## config.mk

```make
export PLATFORM = sky130hd
export DESIGN_NAME = frame_timing_trigger_sequencer
export DESIGN_NICKNAME = d
export VERILOG_FILES = /design/src/verilog/frame_seq_pkg.sv /design/src/verilog/marker_select.sv /design/src/verilog/frame_timing_trigger_sequencer.sv
export SDC_FILE = /design/constraint.sdc
export NUM_CORES = 1
export LEC_CHECK = 0
export BUFFER_PORTS_ARGS = -buffer_cell sky130_fd_sc_hd__buf_2
export CAP_MARGIN = 20
export CORE_ASPECT_RATIO = 0.9
export CORE_MARGIN = 5
export CORE_UTILIZATION = 54
export CTS_CLUSTER_DIAMETER = 100
export CTS_CLUSTER_SIZE = 14
export DETAILED_ROUTE_END_ITERATION = 10
export PLACE_DENSITY = 0.71
export SLEW_MARGIN = 15
export SYNTH_ARGS = -nofsm -noshare
export SYNTH_HDL_FRONTEND = slang
export SYNTH_SLANG_ARGS = --single-unit
export TNS_END_PERCENT = 30
```

## constraint.sdc

```tcl
create_clock -name clk -period 15.3 [get_ports clk]
set_clock_uncertainty 0.15 [all_clocks]
set_input_delay 2.295 -clock clk [delete_from_list [all_inputs] [get_ports clk]]
set_output_delay 2.295 -clock clk [all_outputs]
set_load 0.005 [all_outputs]
```

## src/verilog/frame_seq_pkg.sv

```systemverilog
package frame_seq_pkg;
  // register byte offsets (word aligned)
  localparam logic [7:0] OFS_FRAME_LINES = 8'h00;
  localparam logic [7:0] OFS_LINE_CLKS = 8'h04;
  localparam logic [7:0] OFS_EXTRA_DELAY = 8'h08;
  localparam logic [7:0] OFS_CONTROL = 8'h0C;
  localparam logic [7:0] OFS_INTEG = 8'h10;
  localparam logic [7:0] OFS_GAIN = 8'h14;
  localparam logic [7:0] OFS_STATUS = 8'h18;
  // control field positions
  localparam int CTL_EMBED_BIT = 0;
  localparam int CTL_GPI_BIT = 1;
  localparam int CTL_TRIG_BIT = 2;
  localparam int CTL_PROTO_LSB = 4;
  localparam int CTL_DARK_LSB = 8;
  // reset values
  localparam logic [15:0] RST_FRAME_LINES = 16'h0020;
  localparam logic [15:0] RST_LINE_CLKS = 16'h0040;
  localparam logic [15:0] RST_EXTRA_DELAY = 16'h0000;
  localparam logic [3:0] RST_DARK = 4'h8;
  localparam logic [15:0] RST_INTEG = 16'h0010;
  localparam logic [15:0] RST_GAIN = 16'h0000;
  // blank rows besides dark rows: two embedded/blank plus two blank
  localparam logic [15:0] VB_EXTRA_ROWS = 16'h0004;
  localparam logic [15:0] EMBED_ROWS = 16'h0002;
  // inactive trigger window ends this many clocks before frame end
  localparam logic [31:0] TRIG_GUARD_CLKS = 32'h0000_0010;
  // protocols
  typedef enum logic [1:0] {
    PROTO_STREAM_END = 2'b00,
    PROTO_STREAM = 2'b01,
    PROTO_PACKET = 2'b10,
    PROTO_CSI2 = 2'b11
  } proto_e;
  // markers
  localparam logic [7:0] MK_NONE = 8'h00;
  localparam logic [7:0] MK_BLANK_ROW = 8'h01;
  localparam logic [7:0] MK_FRAME_START = 8'h02;
  localparam logic [7:0] MK_ACTIVE = 8'h03;
  localparam logic [7:0] MK_LINE_END = 8'h04;
  localparam logic [7:0] MK_FRAME_END = 8'h05;
  localparam logic [7:0] MK_EMBED = 8'h06;
endpackage : frame_seq_pkg

```

## src/verilog/marker_select.sv

```systemverilog
`timescale 1ns/1ns
// chooses the marker code for a row event under the selected protocol
module marker_select (
  input wire logic [1:0] proto,
  input wire logic row_start,
  input wire logic row_end,
  input wire logic first_row,
  input wire logic last_row,
  input wire logic blank_row,
  input wire logic embed_row,
  output logic [7:0] code
);
  wire logic has_blank_mk;
  wire logic has_end_mk;
  wire logic [7:0] start_code;
  wire logic [7:0] end_code;
  // plain streaming lacks end markers; packet and csi-2 lack blank marker
  assign has_blank_mk = (proto == frame_seq_pkg::PROTO_STREAM_END) ||
                        (proto == frame_seq_pkg::PROTO_STREAM);
  assign has_end_mk = (proto != frame_seq_pkg::PROTO_STREAM);
  assign start_code = first_row ?
      ((proto == frame_seq_pkg::PROTO_STREAM) ? frame_seq_pkg::MK_BLANK_ROW
                                               : frame_seq_pkg::MK_FRAME_START) :
      embed_row ? frame_seq_pkg::MK_EMBED :
      blank_row ? (has_blank_mk ? frame_seq_pkg::MK_BLANK_ROW : frame_seq_pkg::MK_NONE) :
      frame_seq_pkg::MK_ACTIVE;
  assign end_code = !has_end_mk ? frame_seq_pkg::MK_NONE :
      last_row ? frame_seq_pkg::MK_FRAME_END : frame_seq_pkg::MK_LINE_END;
  assign code = row_start ? start_code : (row_end ? end_code : frame_seq_pkg::MK_NONE);
endmodule : marker_select

```

## src/verilog/frame_timing_trigger_sequencer.sv

```systemverilog
// Design decisions made here: the AXI4-Lite interface to the registers and the register offsets.
`timescale 1ns/1ns
// Contract
// rows-per-frame counts all row periods
// vertical blanking is dark rows plus four
// embed bit picks embedded or blank rows
// embedded rows carry csi-2 style frame data
// trigger mode needs both enable bits
// active trigger mode starts frame on rising edge
// inactive for frame time minus 16 clocks
// edges while inactive are ignored
// pointers halt while waiting for edge
// free run starts after extra delay
// controller keeps wait under 32 clocks
// controller sets frame shorter than pulse period
// controller keeps integration within pulse period
// frame begins with blanking rows then active
// markers chosen per output protocol
// writes in frame n take effect n+2
// frame period rows times clocks plus delay
// pixel and row counters decide row types
module frame_timing_trigger_sequencer (
  input wire logic clk,
  input wire logic resetn,
  input wire logic [7:0] s_axi_awaddr,
  input wire logic s_axi_awvalid,
  output logic s_axi_awready,
  input wire logic [31:0] s_axi_wdata,
  input wire logic [3:0] s_axi_wstrb,
  input wire logic s_axi_wvalid,
  output logic s_axi_wready,
  output logic [1:0] s_axi_bresp,
  output logic s_axi_bvalid,
  input wire logic s_axi_bready,
  input wire logic [7:0] s_axi_araddr,
  input wire logic s_axi_arvalid,
  output logic s_axi_arready,
  output logic [31:0] s_axi_rdata,
  output logic [1:0] s_axi_rresp,
  output logic s_axi_rvalid,
  input wire logic s_axi_rready,
  input wire logic vertical_drive_trigger,
  output logic frame_valid_out,
  output logic line_valid_out,
  output logic [7:0] sync_marker,
  output logic read_pointer_step,
  output logic shutter_pointer_step,
  output logic [15:0] integ_active,
  output logic [15:0] gain_active
);
  typedef enum logic [1:0] {
    ST_ROWS = 2'b00,
    ST_DELAY = 2'b01,
    ST_WAIT = 2'b10
  } seq_e;

  ////////////////////////////////////////////////////////////////////////////
  // software-side registers
  logic [15:0] frame_lines, line_clks, extra_delay, integ_w, gain_w;
  logic [15:0] ctl_w;
  // frame-boundary staged copies
  logic [15:0] frame_lines_s1, line_clks_s1, extra_delay_s1, integ_s1, gain_s1, ctl_s1;
  logic [15:0] frame_lines_a, line_clks_a, extra_delay_a, ctl_a;
  logic aw_held, w_held;
  logic [7:0] aw_addr;
  logic [31:0] w_data;
  logic [3:0] w_strb;

  function automatic logic [15:0] merge16(input logic [15:0] old, input logic [31:0] d,
                                          input logic [3:0] s);
    merge16 = {s[1] ? d[15:8] : old[15:8], s[0] ? d[7:0] : old[7:0]};
  endfunction : merge16

  wire logic do_write = aw_held && w_held && !s_axi_bvalid;
  wire logic wr_hit = (aw_addr <= frame_seq_pkg::OFS_STATUS) && (aw_addr[1:0] == 2'b00);
  wire logic rd_hit = (s_axi_araddr <= frame_seq_pkg::OFS_STATUS) &&
                      (s_axi_araddr[1:0] == 2'b00);

  // write address and data latch independently
  always_ff @(posedge clk or negedge resetn) begin
    if (!resetn) begin
      aw_held <= 1'b0;
      w_held <= 1'b0;
      aw_addr <= 8'h00;
      w_data <= 32'h0000_0000;
      w_strb <= 4'h0;
      s_axi_bvalid <= 1'b0;
      s_axi_bresp <= 2'b00;
    end else begin
      if (s_axi_awvalid && s_axi_awready) begin
        aw_held <= 1'b1;
        aw_addr <= s_axi_awaddr;
      end
      if (s_axi_wvalid && s_axi_wready) begin
        w_held <= 1'b1;
        w_data <= s_axi_wdata;
        w_strb <= s_axi_wstrb;
      end
      if (do_write) begin
        aw_held <= 1'b0;
        w_held <= 1'b0;
        s_axi_bvalid <= 1'b1;
        s_axi_bresp <= wr_hit ? 2'b00 : 2'b10;
      end else if (s_axi_bready) begin
        s_axi_bvalid <= 1'b0;
      end
    end
  end

  // ready registers: accept only when the holding slot is free
  always_ff @(posedge clk or negedge resetn) begin
    if (!resetn) begin
      s_axi_awready <= 1'b0;
      s_axi_wready <= 1'b0;
    end else begin
      s_axi_awready <= !aw_held && !(s_axi_awvalid && s_axi_awready) && !s_axi_bvalid;
      s_axi_wready <= !w_held && !(s_axi_wvalid && s_axi_wready) && !s_axi_bvalid;
    end
  end

  // register stores
  always_ff @(posedge clk or negedge resetn) begin
    if (!resetn) begin
      frame_lines <= frame_seq_pkg::RST_FRAME_LINES;
      line_clks <= frame_seq_pkg::RST_LINE_CLKS;
      extra_delay <= frame_seq_pkg::RST_EXTRA_DELAY;
      ctl_w <= {4'h0, frame_seq_pkg::RST_DARK, 8'h01};
      integ_w <= frame_seq_pkg::RST_INTEG;
      gain_w <= frame_seq_pkg::RST_GAIN;
    end else if (do_write) begin
      case (aw_addr)
        frame_seq_pkg::OFS_FRAME_LINES: frame_lines <= merge16(frame_lines, w_data, w_strb);
        frame_seq_pkg::OFS_LINE_CLKS: line_clks <= merge16(line_clks, w_data, w_strb);
        frame_seq_pkg::OFS_EXTRA_DELAY: extra_delay <= merge16(extra_delay, w_data, w_strb);
        frame_seq_pkg::OFS_CONTROL: ctl_w <= merge16(ctl_w, w_data, w_strb);
        frame_seq_pkg::OFS_INTEG: integ_w <= merge16(integ_w, w_data, w_strb);
        frame_seq_pkg::OFS_GAIN: gain_w <= merge16(gain_w, w_data, w_strb);
        default: ;
      endcase
    end
  end

  ////////////////////////////////////////////////////////////////////////////
  // sequencer
  seq_e state;
  logic [15:0] pix_cnt, row_cnt, dly_cnt;
  logic [31:0] frame_clk_cnt;
  logic trig_armed, vd_q;
  logic [15:0] frame_count;

  wire logic trig_mode = ctl_a[frame_seq_pkg::CTL_GPI_BIT] &&
                         ctl_a[frame_seq_pkg::CTL_TRIG_BIT];
  wire logic [15:0] dark_rows = {12'h000, ctl_a[frame_seq_pkg::CTL_DARK_LSB +: 4]};
  wire logic [15:0] vb_rows = dark_rows + frame_seq_pkg::VB_EXTRA_ROWS;
  // minimum blanking leads the frame: two blank, dark, two embedded/blank rows
  wire logic [15:0] embed_first = vb_rows - frame_seq_pkg::EMBED_ROWS;
  wire logic [15:0] active_first = vb_rows;
  wire logic row_last_pix = (pix_cnt == line_clks_a - 16'h0001);
  wire logic frame_last_row = (row_cnt == frame_lines_a - 16'h0001);
  wire logic frame_end = (state == ST_ROWS) && row_last_pix && frame_last_row;
  wire logic is_embed = (row_cnt >= embed_first) && (row_cnt < active_first) &&
                        ctl_a[frame_seq_pkg::CTL_EMBED_BIT];
  wire logic is_active = (row_cnt >= active_first);
  wire logic vd_rise = vertical_drive_trigger && !vd_q;
  // frame time = lines*clks + delay; window closes 16 clocks earlier
  wire logic [31:0] frame_time = line_clks_a * frame_lines_a + {16'h0000, extra_delay_a};
  wire logic guard_done = (frame_clk_cnt + frame_seq_pkg::TRIG_GUARD_CLKS >= frame_time);
  wire logic accept_vd = (state == ST_WAIT) && trig_armed && vd_rise;
  // delay state lasts extra_delay clocks, at least one
  wire logic delay_done = (dly_cnt + 16'h0001 >= extra_delay_a);
  wire logic new_frame = accept_vd || ((state == ST_DELAY) && delay_done && !trig_mode);
  wire logic [7:0] mk_code;

  marker_select u_marker (
    .proto(ctl_a[frame_seq_pkg::CTL_PROTO_LSB +: 2]),
    .row_start((state == ST_ROWS) && (pix_cnt == 16'h0000)),
    .row_end((state == ST_ROWS) && row_last_pix),
    .first_row(row_cnt == 16'h0000),
    .last_row(frame_last_row),
    .blank_row(!is_active && !is_embed),
    .embed_row(is_embed),
    .code(mk_code)
  );

  // row and pixel counters
  always_ff @(posedge clk or negedge resetn) begin
    if (!resetn) begin
      state <= ST_ROWS;
      pix_cnt <= 16'h0000;
      row_cnt <= 16'h0000;
      dly_cnt <= 16'h0000;
    end else begin
      case (state)
        ST_ROWS: begin
          pix_cnt <= row_last_pix ? 16'h0000 : pix_cnt + 16'h0001;
          if (row_last_pix) row_cnt <= frame_last_row ? 16'h0000 : row_cnt + 16'h0001;
          dly_cnt <= 16'h0000;
          if (frame_end) state <= ST_DELAY;
        end
        ST_DELAY: begin
          dly_cnt <= dly_cnt + 16'h0001;
          if (delay_done) state <= trig_mode ? ST_WAIT : ST_ROWS;
        end
        ST_WAIT: begin
          if (accept_vd) state <= ST_ROWS;
        end
        default: state <= ST_ROWS;
      endcase
    end
  end

  // trigger window: disarmed on accept, rearmed near frame end
  always_ff @(posedge clk or negedge resetn) begin
    if (!resetn) begin
      trig_armed <= 1'b1;
      frame_clk_cnt <= 32'h0000_0000;
      vd_q <= 1'b0;
    end else begin
      vd_q <= vertical_drive_trigger;
      frame_clk_cnt <= new_frame ? 32'h0000_0000 : frame_clk_cnt + 32'h0000_0001;
      if (accept_vd) trig_armed <= 1'b0;
      else if (!trig_armed && guard_done) trig_armed <= 1'b1;
    end
  end

  // two-stage frame-boundary update of written values
  always_ff @(posedge clk or negedge resetn) begin
    if (!resetn) begin
      frame_lines_s1 <= frame_seq_pkg::RST_FRAME_LINES;
      line_clks_s1 <= frame_seq_pkg::RST_LINE_CLKS;
      extra_delay_s1 <= frame_seq_pkg::RST_EXTRA_DELAY;
      ctl_s1 <= {4'h0, frame_seq_pkg::RST_DARK, 8'h01};
      integ_s1 <= frame_seq_pkg::RST_INTEG;
      gain_s1 <= frame_seq_pkg::RST_GAIN;
      frame_lines_a <= frame_seq_pkg::RST_FRAME_LINES;
      line_clks_a <= frame_seq_pkg::RST_LINE_CLKS;
      extra_delay_a <= frame_seq_pkg::RST_EXTRA_DELAY;
      ctl_a <= {4'h0, frame_seq_pkg::RST_DARK, 8'h01};
      integ_active <= frame_seq_pkg::RST_INTEG;
      gain_active <= frame_seq_pkg::RST_GAIN;
    end else if (frame_end) begin
      frame_lines_s1 <= frame_lines;
      line_clks_s1 <= line_clks;
      extra_delay_s1 <= extra_delay;
      ctl_s1 <= ctl_w;
      integ_s1 <= integ_w;
      gain_s1 <= gain_w;
      frame_lines_a <= frame_lines_s1;
      line_clks_a <= line_clks_s1;
      extra_delay_a <= extra_delay_s1;
      ctl_a <= ctl_s1;
      integ_active <= integ_s1;
      gain_active <= gain_s1;
    end
  end

  // outputs registered
  always_ff @(posedge clk or negedge resetn) begin
    if (!resetn) begin
      frame_valid_out <= 1'b0;
      line_valid_out <= 1'b0;
      sync_marker <= 8'h00;
      read_pointer_step <= 1'b0;
      shutter_pointer_step <= 1'b0;
      frame_count <= 16'h0000;
    end else begin
      frame_valid_out <= (state == ST_ROWS) && is_active;
      line_valid_out <= (state == ST_ROWS) && is_active && !row_last_pix;
      sync_marker <= mk_code;
      read_pointer_step <= (state == ST_ROWS) && row_last_pix;
      shutter_pointer_step <= (state != ST_WAIT) && row_last_pix;
      if (frame_end) frame_count <= frame_count + 16'h0001;
    end
  end

  ////////////////////////////////////////////////////////////////////////////
  // read channel
  wire logic [31:0] rd_mux =
      (s_axi_araddr == frame_seq_pkg::OFS_FRAME_LINES) ? {16'h0000, frame_lines} :
      (s_axi_araddr == frame_seq_pkg::OFS_LINE_CLKS) ? {16'h0000, line_clks} :
      (s_axi_araddr == frame_seq_pkg::OFS_EXTRA_DELAY) ? {16'h0000, extra_delay} :
      (s_axi_araddr == frame_seq_pkg::OFS_CONTROL) ? {16'h0000, ctl_w} :
      (s_axi_araddr == frame_seq_pkg::OFS_INTEG) ? {16'h0000, integ_w} :
      (s_axi_araddr == frame_seq_pkg::OFS_GAIN) ? {16'h0000, gain_w} :
      (s_axi_araddr == frame_seq_pkg::OFS_STATUS) ?
        {frame_count, 12'h000, trig_armed, trig_mode, state} : 32'h0000_0000;

  always_ff @(posedge clk or negedge resetn) begin
    if (!resetn) begin
      s_axi_arready <= 1'b0;
      s_axi_rvalid <= 1'b0;
      s_axi_rdata <= 32'h0000_0000;
      s_axi_rresp <= 2'b00;
    end else begin
      s_axi_arready <= !s_axi_rvalid && !(s_axi_arvalid && s_axi_arready);
      if (s_axi_arvalid && s_axi_arready) begin
        s_axi_rvalid <= 1'b1;
        s_axi_rdata <= rd_hit ? rd_mux : 32'h0000_0000;
        s_axi_rresp <= rd_hit ? 2'b00 : 2'b10;
      end else if (s_axi_rready) begin
        s_axi_rvalid <= 1'b0;
      end
    end
  end

  ////////////////////////////////////////////////////////////////////////////
  // checks
  AST_TRIG_NEEDS_BOTH: assert property (@(posedge clk) disable iff (!resetn)
    (state == ST_WAIT) |-> (ctl_a[1] && ctl_a[2])) else $error("wait without trigger mode");
  AST_VD_STARTS: assert property (@(posedge clk) disable iff (!resetn)
    accept_vd |=> (state == ST_ROWS) && (row_cnt == 16'h0000)) else $error("vd not started");
  AST_DISARM: assert property (@(posedge clk) disable iff (!resetn)
    accept_vd |=> !trig_armed) else $error("trigger not disarmed");
  AST_IGNORE: assert property (@(posedge clk) disable iff (!resetn)
    (!trig_armed && vd_rise && trig_mode) |=> (frame_clk_cnt != 32'h0000_0000))
    else $error("edge accepted while inactive");
  AST_HALT: assert property (@(posedge clk) disable iff (!resetn)
    (state == ST_WAIT) |=> !read_pointer_step && !shutter_pointer_step) else $error("ptr moved");
  AST_FREE_RUN: assert property (@(posedge clk) disable iff (!resetn)
    (state == ST_DELAY && delay_done && !trig_mode) |=> state == ST_ROWS) else $error("no rerun");
  AST_ROW_WRAP: assert property (@(posedge clk) disable iff (!resetn)
    frame_end |=> row_cnt == 16'h0000 && state == ST_DELAY) else $error("frame wrap wrong");
  AST_STAGED: assert property (@(posedge clk) disable iff (!resetn)
    frame_end |=> integ_active == $past(integ_s1)) else $error("staging wrong");
  COV_FRAME: cover property (@(posedge clk) frame_end);
  COV_TRIG: cover property (@(posedge clk) accept_vd);
  COV_IGNORED: cover property (@(posedge clk) !trig_armed && vd_rise);
endmodule : frame_timing_trigger_sequencer

```

==> results of run 1 <==
cells in the mapped netlist (11+ instances only):
library cell	n
a21o_1	26
a21oi_1	56
a221oi_1	25
a22o_1	26
a31oi_1	11
and2_1	121
and3_1	20
buf_1	15
buf_2	12
buf_4	18
clkbuf_1	102
dfrtp_1	432
dfstp_2	16
fa_1	210
ha_1	178
inv_1	336
mux2_1	120
mux2_2	135
nand2_1	391
nand2b_1	18
nand3_1	48
nand4_1	33
nor2_1	151
nor2b_1	20
nor3_1	36
nor4_1	16
o21ai_0	80
o21ai_1	31
o31ai_1	18
or3_1	11
xnor2_1	111
xor2_1	67
how the worst min path moves through the flow:
stage	startpoint	slack, ns	cells after the start	end
6_report	frame_lines_s1[5]	0.30	2	frame_lines_a[5]
5_1_grt	frame_lines_s1[5]	0.31	2	frame_lines_a[5]
4_1_cts	frame_lines_s1[5]	0.30	2	frame_lines_a[5]
3_5_place_dp	s_axi_rvalid	0.30	1	s_axi_arready
3_3_place_gp	s_axi_rvalid	0.28	1	s_axi_arready
2_1_floorplan	ctl_a[0]	0.28	2	ctl_a[0]
power groups by stage:
stage,combinational [W],sequential [W],clock (W)
floorplan,0.000198,0.00136,0
global placement,0.000251,0.00141,0
detailed placement,0.000262,0.00142,0
CTS,0.000264,0.00140,0.000944
global route,0.000297,0.00141,0.000991
finish,0.000260,0.00140,0.000920
worst reg2reg max path, delay by kind of cell (launching register included):
family	cells	cell delay, ns
and+or+nand+nor	6	1.33
buffers and inverters	4	0.20
DFF	1	1.10
AOI/OAI and AO/OA	8	1.52
adders and majority gates	8	3.81
xor gates and xnor gates	1	0.15
placed cells by master (no fill, tap or decap), types with 7 or more instances in the layout:
cell type and count:
xor2_1 67, buf_2 118, a22o_1 26, buf_4 20, o21ai_1 30, a31oi_1 11, o21ai_0 80, a221oi_1 25
and3_1 20, a21o_1 26, dfstp_2 16, and2_1 121, inv_1 336, o21a_1 8, nand2_1 391, clkbuf_1 26
ha_1 178, nor3_1 36, or3_1 11, nand3_1 47, xnor2_1 111, nor4_1 15, fa_1 210, nor2b_1 20
mux2_1 120, nand2b_1 18, o31ai_1 18, mux2_2 135, mux2i_1 7, conb_1 8, a211oi_1 8, a21oi_1 56
dfrtp_1 432, nor2_1 149, nand4_1 33, clkbuf_16 38
logic make-up after synthesis:
kind of cell,share of synthesized area (%)
flops,36.66
other cells,0.02451
buf+inv,6.224
mux,9.601
fa+ha+maj,20.99
xor+xnor,5.089
compound gates,6.914
simple gates,14.50
routing by layer:
layer	share of wire (%)	wire, um	vias to the layer above
met5	0.018	13	-
met4	2.4	1753	2
met3	6.7	4796	117
met2	47	33690	648
met1	44	31620	10930
li1	-	-	9961
cell type report:
class                   count  area, sq um
well taps                 756        945.9
fillers                  4713        23030
flip-flops and latches    448        11230
multi-input cells        2079        17550
clock buffers              64         1049
clock inverters             5        76.32
inverters                 336         1261
repair buffers            140        775.7
metrics by stage:
step	hold slack [ns]	cells	setup slack, ns	utilization (%)
global placement	0.2774	3758	7.156	56.77
global route	0.3095	3828	6.562	58.82
detailed placement	0.2967	3758	7.073	56.77
floorplan	0.2846	3011	7.889	-
finish	0.3042	3828	7.015	58.82
CTS	0.2978	3827	7.071	58.79
==> flow_summary.json, run 1 <==
{
  "cts_tree": "done",
  "port_buffers": 119,
  "async_flop_share_pct": 100.0,
  "row_count": 82,
  "ios": 145,
  "post_drt_wl_per_cell_um": 18.77,
  "drt_drc_violations_left": 0,
  "die_x_um": 261.1,
  "clock-sinks": 448,
  "crit_path_frequent_cell": "fa_1",
  "synth-edff-count": 0,
  "crit_type": "reg -> reg",
  "p_seq_share_pct": 54.3,
  "power_w": 0.002583,
  "yosysUniqueCellTypes": 77,
  "worstMarginPinSlew_ns": 1.157,
  "first_pass_iters": 5,
  "clk_pin_slew_ns": 0.07,
  "cts_made_buffers": 38,
  "cts-resized-gates": 0,
  "r2r_slack_ns": 7.01,
  "reg2reg_to": "trig_armed",
  "max-slew-margin-rel_pct": 22.87,
  "cp.required_ns": 15.66,
  "place_hpwl_um": 52560,
  "combPwrFrac_pct": 10.1,
  "antenna_found_initial": 1,
  "clock.fmax_ghz": 0.1207,
  "use_met1_pct": 33.48,
  "arrival_ns": 8.65,
  "postCtsSetupRepairBufs": 0,
  "ir_drop_uv": 125.4,
  "postRouteAntennaNets": 0,
  "outcome": "complete, no violations",
  "post-route-period-util_pct": 54.15,
  "synthTopCellsByArea": "dfrtp_1 (35%), fa_1 (14%), ha_1 (7.3%)",
  "grt_max_degree": 96,
  "grt_pass1_wl_um": 118700,
  "worstSetupEndpoint": "trig_armed",
  "crit_start": "line_clks_a[9]",
  "reg2regPathDepth": 27,
  "dieArea_sq_um": 61610,
  "crit_family": "adder cells",
  "drv_cap": 0,
  "hold_class": "reg -> reg",
  "grtUsageMet3_pct": 4.235,
  "ys_ff_latch": 448,
  "cts-htree-levels": 2,
  "rsz0062_at_grt": "false",
  "vias": 21660,
  "num_antenna_cells": 0,
  "final-setup-viol-count": 0,
  "placed_area_sq_um": 31750,
  "slowest_delay_ns": 1.10,
  "netlist.area_leader.share_pct": 35.29,
  "switchingPower_w": 0.0007061,
  "cp_slowest_cell": "dfrtp_1",
  "layout-drive-gt1-share_pct": 11.65,
  "synth_area_sq_um": 30640,
  "crit_buf_inv": 4,
  "cp-end-kind": "flip-flop",
  "grt_busiest_layer": "met2",
  "p_leak_nw": 16.93,
  "grt_pass1_vias": 22370,
  "clkLatencyLatePin_ns": 0.58,
  "track_usage_pct": 23.60,
  "syn-instance-count": 3005,
  "via_per_inst": 5.657,
  "syn_to_final_growth_pct": 7.355,
  "fin_crit_ns": 8.285,
  "reg_top3": "frame_clk_cnt (32), s_axi_rdata (32)",
  "avgSynthCellArea_sq_um": 10.20,
  "reg2reg_from": "line_clks_a[9]",
  "synth_top_cell_by_area": "dfrtp_1",
  "clockBufferDepth": 3,
  "p_int_w": 0.001877,
  "hold_buffers": 0,
  "stdcell_area_sq_um": 32890,
  "grt_util_met2_pct": 37.97,
  "synth_ff_type": "dfrtp_1",
  "finalHoldViolations": 0,
  "slew_violations": 0,
  "wirelength_um": 71870,
  "grt_overflow": 0,
  "yosysWarnings": 0,
  "root_buffer": "clkbuf_16",
  "finalNetCount": 3491,
  "start_kind": "flip-flop",
  "place_congestion": 0.8962,
  "finalSetupTns_ns": 0,
  "core_area_sq_um": 55920,
  "clockPowerShare_pct": 35.6,
  "crit_cells": 27,
  "cp_max_fo": 20,
  "swShare_pct": 27.34,
  "drtIter0Drc": 1602,
  "dieHeight_um": 236.0,
  "p_per_area_nw_per_um2": 78.53,
  "start_util_pct": 54.79,
  "synth_seq_area_share_pct": 36.66
}
Power figures use the tool's default switching activity.
==> run 2: changes to the inputs <==
--- a/config.mk
+++ b/config.mk
@@ -5,6 +5,7 @@
 export SDC_FILE = /design/constraint.sdc
 export NUM_CORES = 1
 export LEC_CHECK = 0
+export ABC_AREA = 1
 export BUFFER_PORTS_ARGS = -buffer_cell sky130_fd_sc_hd__buf_2
 export CAP_MARGIN = 20
 export CORE_ASPECT_RATIO = 0.9
@@ -13,7 +14,7 @@
 export CTS_CLUSTER_DIAMETER = 100
 export CTS_CLUSTER_SIZE = 14
 export DETAILED_ROUTE_END_ITERATION = 10
-export PLACE_DENSITY = 0.71
+export PLACE_DENSITY = 0.74
 export SLEW_MARGIN = 15
 export SYNTH_ARGS = -nofsm -noshare
 export SYNTH_HDL_FRONTEND = slang
==> constraint.sdc (replaced) <==
create_clock -name clk -period 7.5 [get_ports clk]
set_clock_uncertainty 0.15 [all_clocks]
set_input_delay 1.125 -clock clk [delete_from_list [all_inputs] [get_ports clk]]
set_output_delay 1.125 -clock clk [all_outputs]
set_load 0.005 [all_outputs]
==> run 2 against run 1 <==
  * Sequential share of layout area fell by 1.7 points
  * Clock power rose by 110%
  * Total power rose by 120%
  * Utilization fell by 0.65 points
  * Non-clock buffer count rose by 42
  * Synthesized cell count rose by 37%
  * Die area rose by 5.2%
  * Wire length rose by 11%
  * Maximum frequency rose by 17%
  * Sequential power rose by 100%
  * Sequential cell count did not move
  * First-iteration DRC count rose by 39%
  * Critical endpoint unchanged
  * Largest power group unchanged
==> flow_summary.json, run 2 <==
{
  "outcome": "complete, no violations",
  "start_kind": "flip-flop",
  "final-setup-viol-count": 0,
  "p_leak_nw": 19.36,
  "layout-drive-gt1-share_pct": 6.990,
  "synth_seq_area_share_pct": 34.76,
  "slowest_delay_ns": 0.73,
  "crit_path_frequent_cell": "fa_1",
  "drv_cap": 0,
  "multiInputGateArea_sq_um": 17670,
  "yosysUniqueCellTypes": 48,
  "core_area_sq_um": 59560,
  "netlist.area_leader.share_pct": 33.46,
  "cts_made_buffers": 38,
  "drtIter0Drc": 2233,
  "syn_to_final_growth_pct": 7.238,
  "yosysMostFrequentCell": "nand2_1",
  "rsz0062_at_grt": "false",
  "synth_area_sq_um": 32310,
  "worstMarginPinSlew_ns": 1.027,
  "layout_commonest_cell": "nand2_1",
  "clkLatencyLatePin_ns": 0.58,
  "post_drt_wl_per_cell_um": 16.10,
  "regArea_sq_um": 11250,
  "placed_area_sq_um": 33480,
  "cp-end-kind": "flip-flop",
  "grt_pass1_wl_um": 132600,
  "grt_overflow": 0,
  "port_buffers": 119,
  "first_pass_iters": 8,
  "row_count": 85,
  "clock-sinks": 448,
  "finalSetupTns_ns": 0,
  "clk_pin_slew_ns": 0.07,
  "synthTopCellsByArea": "dfrtp_1 (33%), nand2_1 (15%), fa_1 (13%)",
  "cp_max_fo": 11,
  "setup_slack_ns": 0.4366,
  "place_hpwl_um": 60000,
  "place_congestion": 0.9151,
  "pre_cts_slack_ns": 0.2971,
  "hold_buffers": 0,
  "reg_top3": "frame_clk_cnt (32), s_axi_rdata (32)",
  "arrival_ns": 7.42,
  "postCtsSetupRepairBufs": 0,
  "postRouteAntennaNets": 0,
  "root_buffer": "clkbuf_16",
  "drt_drc_violations_left": 0,
  "crit_type": "reg -> reg",
  "final_cell_mix": "nand2_1 (1272), inv_1 (658), dfrtp_1 (417)",
  "grt_pass1_vias": 25560,
  "power_w": 0.005574,
  "synth_top_cell_by_area": "dfrtp_1",
  "grt_max_degree": 182,
  "die_x_um": 267.8,
  "max-slew-margin-rel_pct": 31.54,
  "cp_slowest_cell": "dfrtp_1",
  "synth-edff-count": 0,
  "yosysWarnings": 0,
  "ios": 145,
  "synth_ff_type": "dfrtp_1",
  "post-route-period-util_pct": 94.18,
  "finalHoldViolations": 0,
  "hold_class": "reg -> reg",
  "start_util_pct": 54.25,
  "ys_ff_latch": 448,
  "stdcell_area_sq_um": 34650,
  "p_per_area_nw_per_um2": 160.9,
  "cts-htree-levels": 2,
  "wirelength_um": 80100,
  "cts-resized-gates": 0,
  "cts_tree": "done",
  "slew_violations": 0,
  "clockBufferDepth": 3,
  "antenna_found_initial": 0,
  "finalNetCount": 4613,
  "fin_crit_ns": 7.063,
  "fill_cells": 5471,
  "synth_commonest_cells": "nand2_1 (1272), inv_1 (658), dfrtp_1 (432)",
  "via_per_inst": 5.289,
  "clock.fmax_ghz": 0.1416,
  "dieHeight_um": 242.1,
  "async_flop_share_pct": 100.0,
  "dieArea_sq_um": 64830,
  "track_usage_pct": 24.73,
  "syn-instance-count": 4127,
  "vias": 26320,
  "avgSynthCellArea_sq_um": 7.829,
  "ir_drop_uv": 195.5,
  "cp.required_ns": 7.86
}
==> run 2: cell count changes after synthesis, sizes merged, moves of 23 or more <==
cell,previous run,this run
nor2,152,201
xnor2,111,39
a21oi,56,109
and2,121,1
nand2,391,1276
nand4,34,57
buf,46,110
a22o,26,1
a221oi,25,0
xor2,67,97
mux2,255,0
inv,336,665
nand3,48,308
o21ai,111,219
==> run 2: final cells by class <==
| class | instances | share of cell area, % |
|---|---|---|
| Sequential cell | 448 | 32.48 |
| Antenna cell | 1 | 0.007223 |
| Inverter | 665 | 7.204 |
| Timing Repair Buffer | 182 | 3.218 |
| Multi-Input combinational cell | 2830 | 51.00 |
| Clock buffer | 63 | 3.044 |
| Clock inverter | 4 | 0.2167 |
| Tap cell | 783 | 2.828 |
==> run 2: per-layer routing <==
layer  vias up  track usage (%)  share of wire (%)
li1      12830                -                  -
met1     12540            35.00                 44
met2       788            39.50                 47
met3       160            3.473                6.2
met4         0            8.392                3.7
met5         -                0                  0
==> run 2: logic make-up (layout without fill, tap and decap cells) <==
| kind of cell | count (synthesis) | in the layout | synth area share (%) |
|---|---|---|---|
| compound gates | 362 | 362 | 5.844 |
| xor+xnor | 136 | 136 | 3.687 |
| flops | 448 | 448 | 34.76 |
| buf+inv | 855 | 914 | 10.74 |
| other cells | 2 | 9 | 0.02324 |
| fa+ha+maj | 388 | 388 | 19.91 |
| simple gates | 1936 | 1936 | 25.04 |
==> run 2: critical path, delay by kind of cell, from the launching register on <==
kind	cells	cell delay [ns]
buf+inv	6	0.46
fa+ha+maj	8	3.78
flops	1	0.73
xor+xnor	1	0.16
simple gates	12	1.53
compound gates	2	0.19
==> run 2: path summary, 6_finish.rpt <==
check,from,to,slack (ns),cells after the start
worst min register to register,s_axi_rvalid,s_axi_arready,0.29,1
max in group asynchronous,resetn,s_axi_rdata[12],5.14,2
worst max-delay path,line_clks_a[13],trig_armed,0.44,29
worst min-delay path,s_axi_rvalid,s_axi_arready,0.29,1
min in group asynchronous,resetn,frame_clk_cnt[13],0.48,1
worst max register to register,line_clks_a[13],trig_armed,0.44,29
==> run 2: per-stage QoR <==
stage | instances | utilization [%] | hold WS, ns
after floorplan | 4133 | - | 0.2761
after global placement | 4907 | 56.20 | 0.2669
after detailed placement | 4908 | 56.22 | 0.2778
after CTS | 4975 | 58.12 | 0.2871
after global routing | 4975 | 58.17 | 0.3243
final | 4976 | 58.17 | 0.2884
==> run 2: power breakdown <==
group	internal, W	switching, W
clock	0.000976	0.000930
combinational	0.000243	0.000577
sequential	0.00265	0.000195
total	0.00387	0.00170
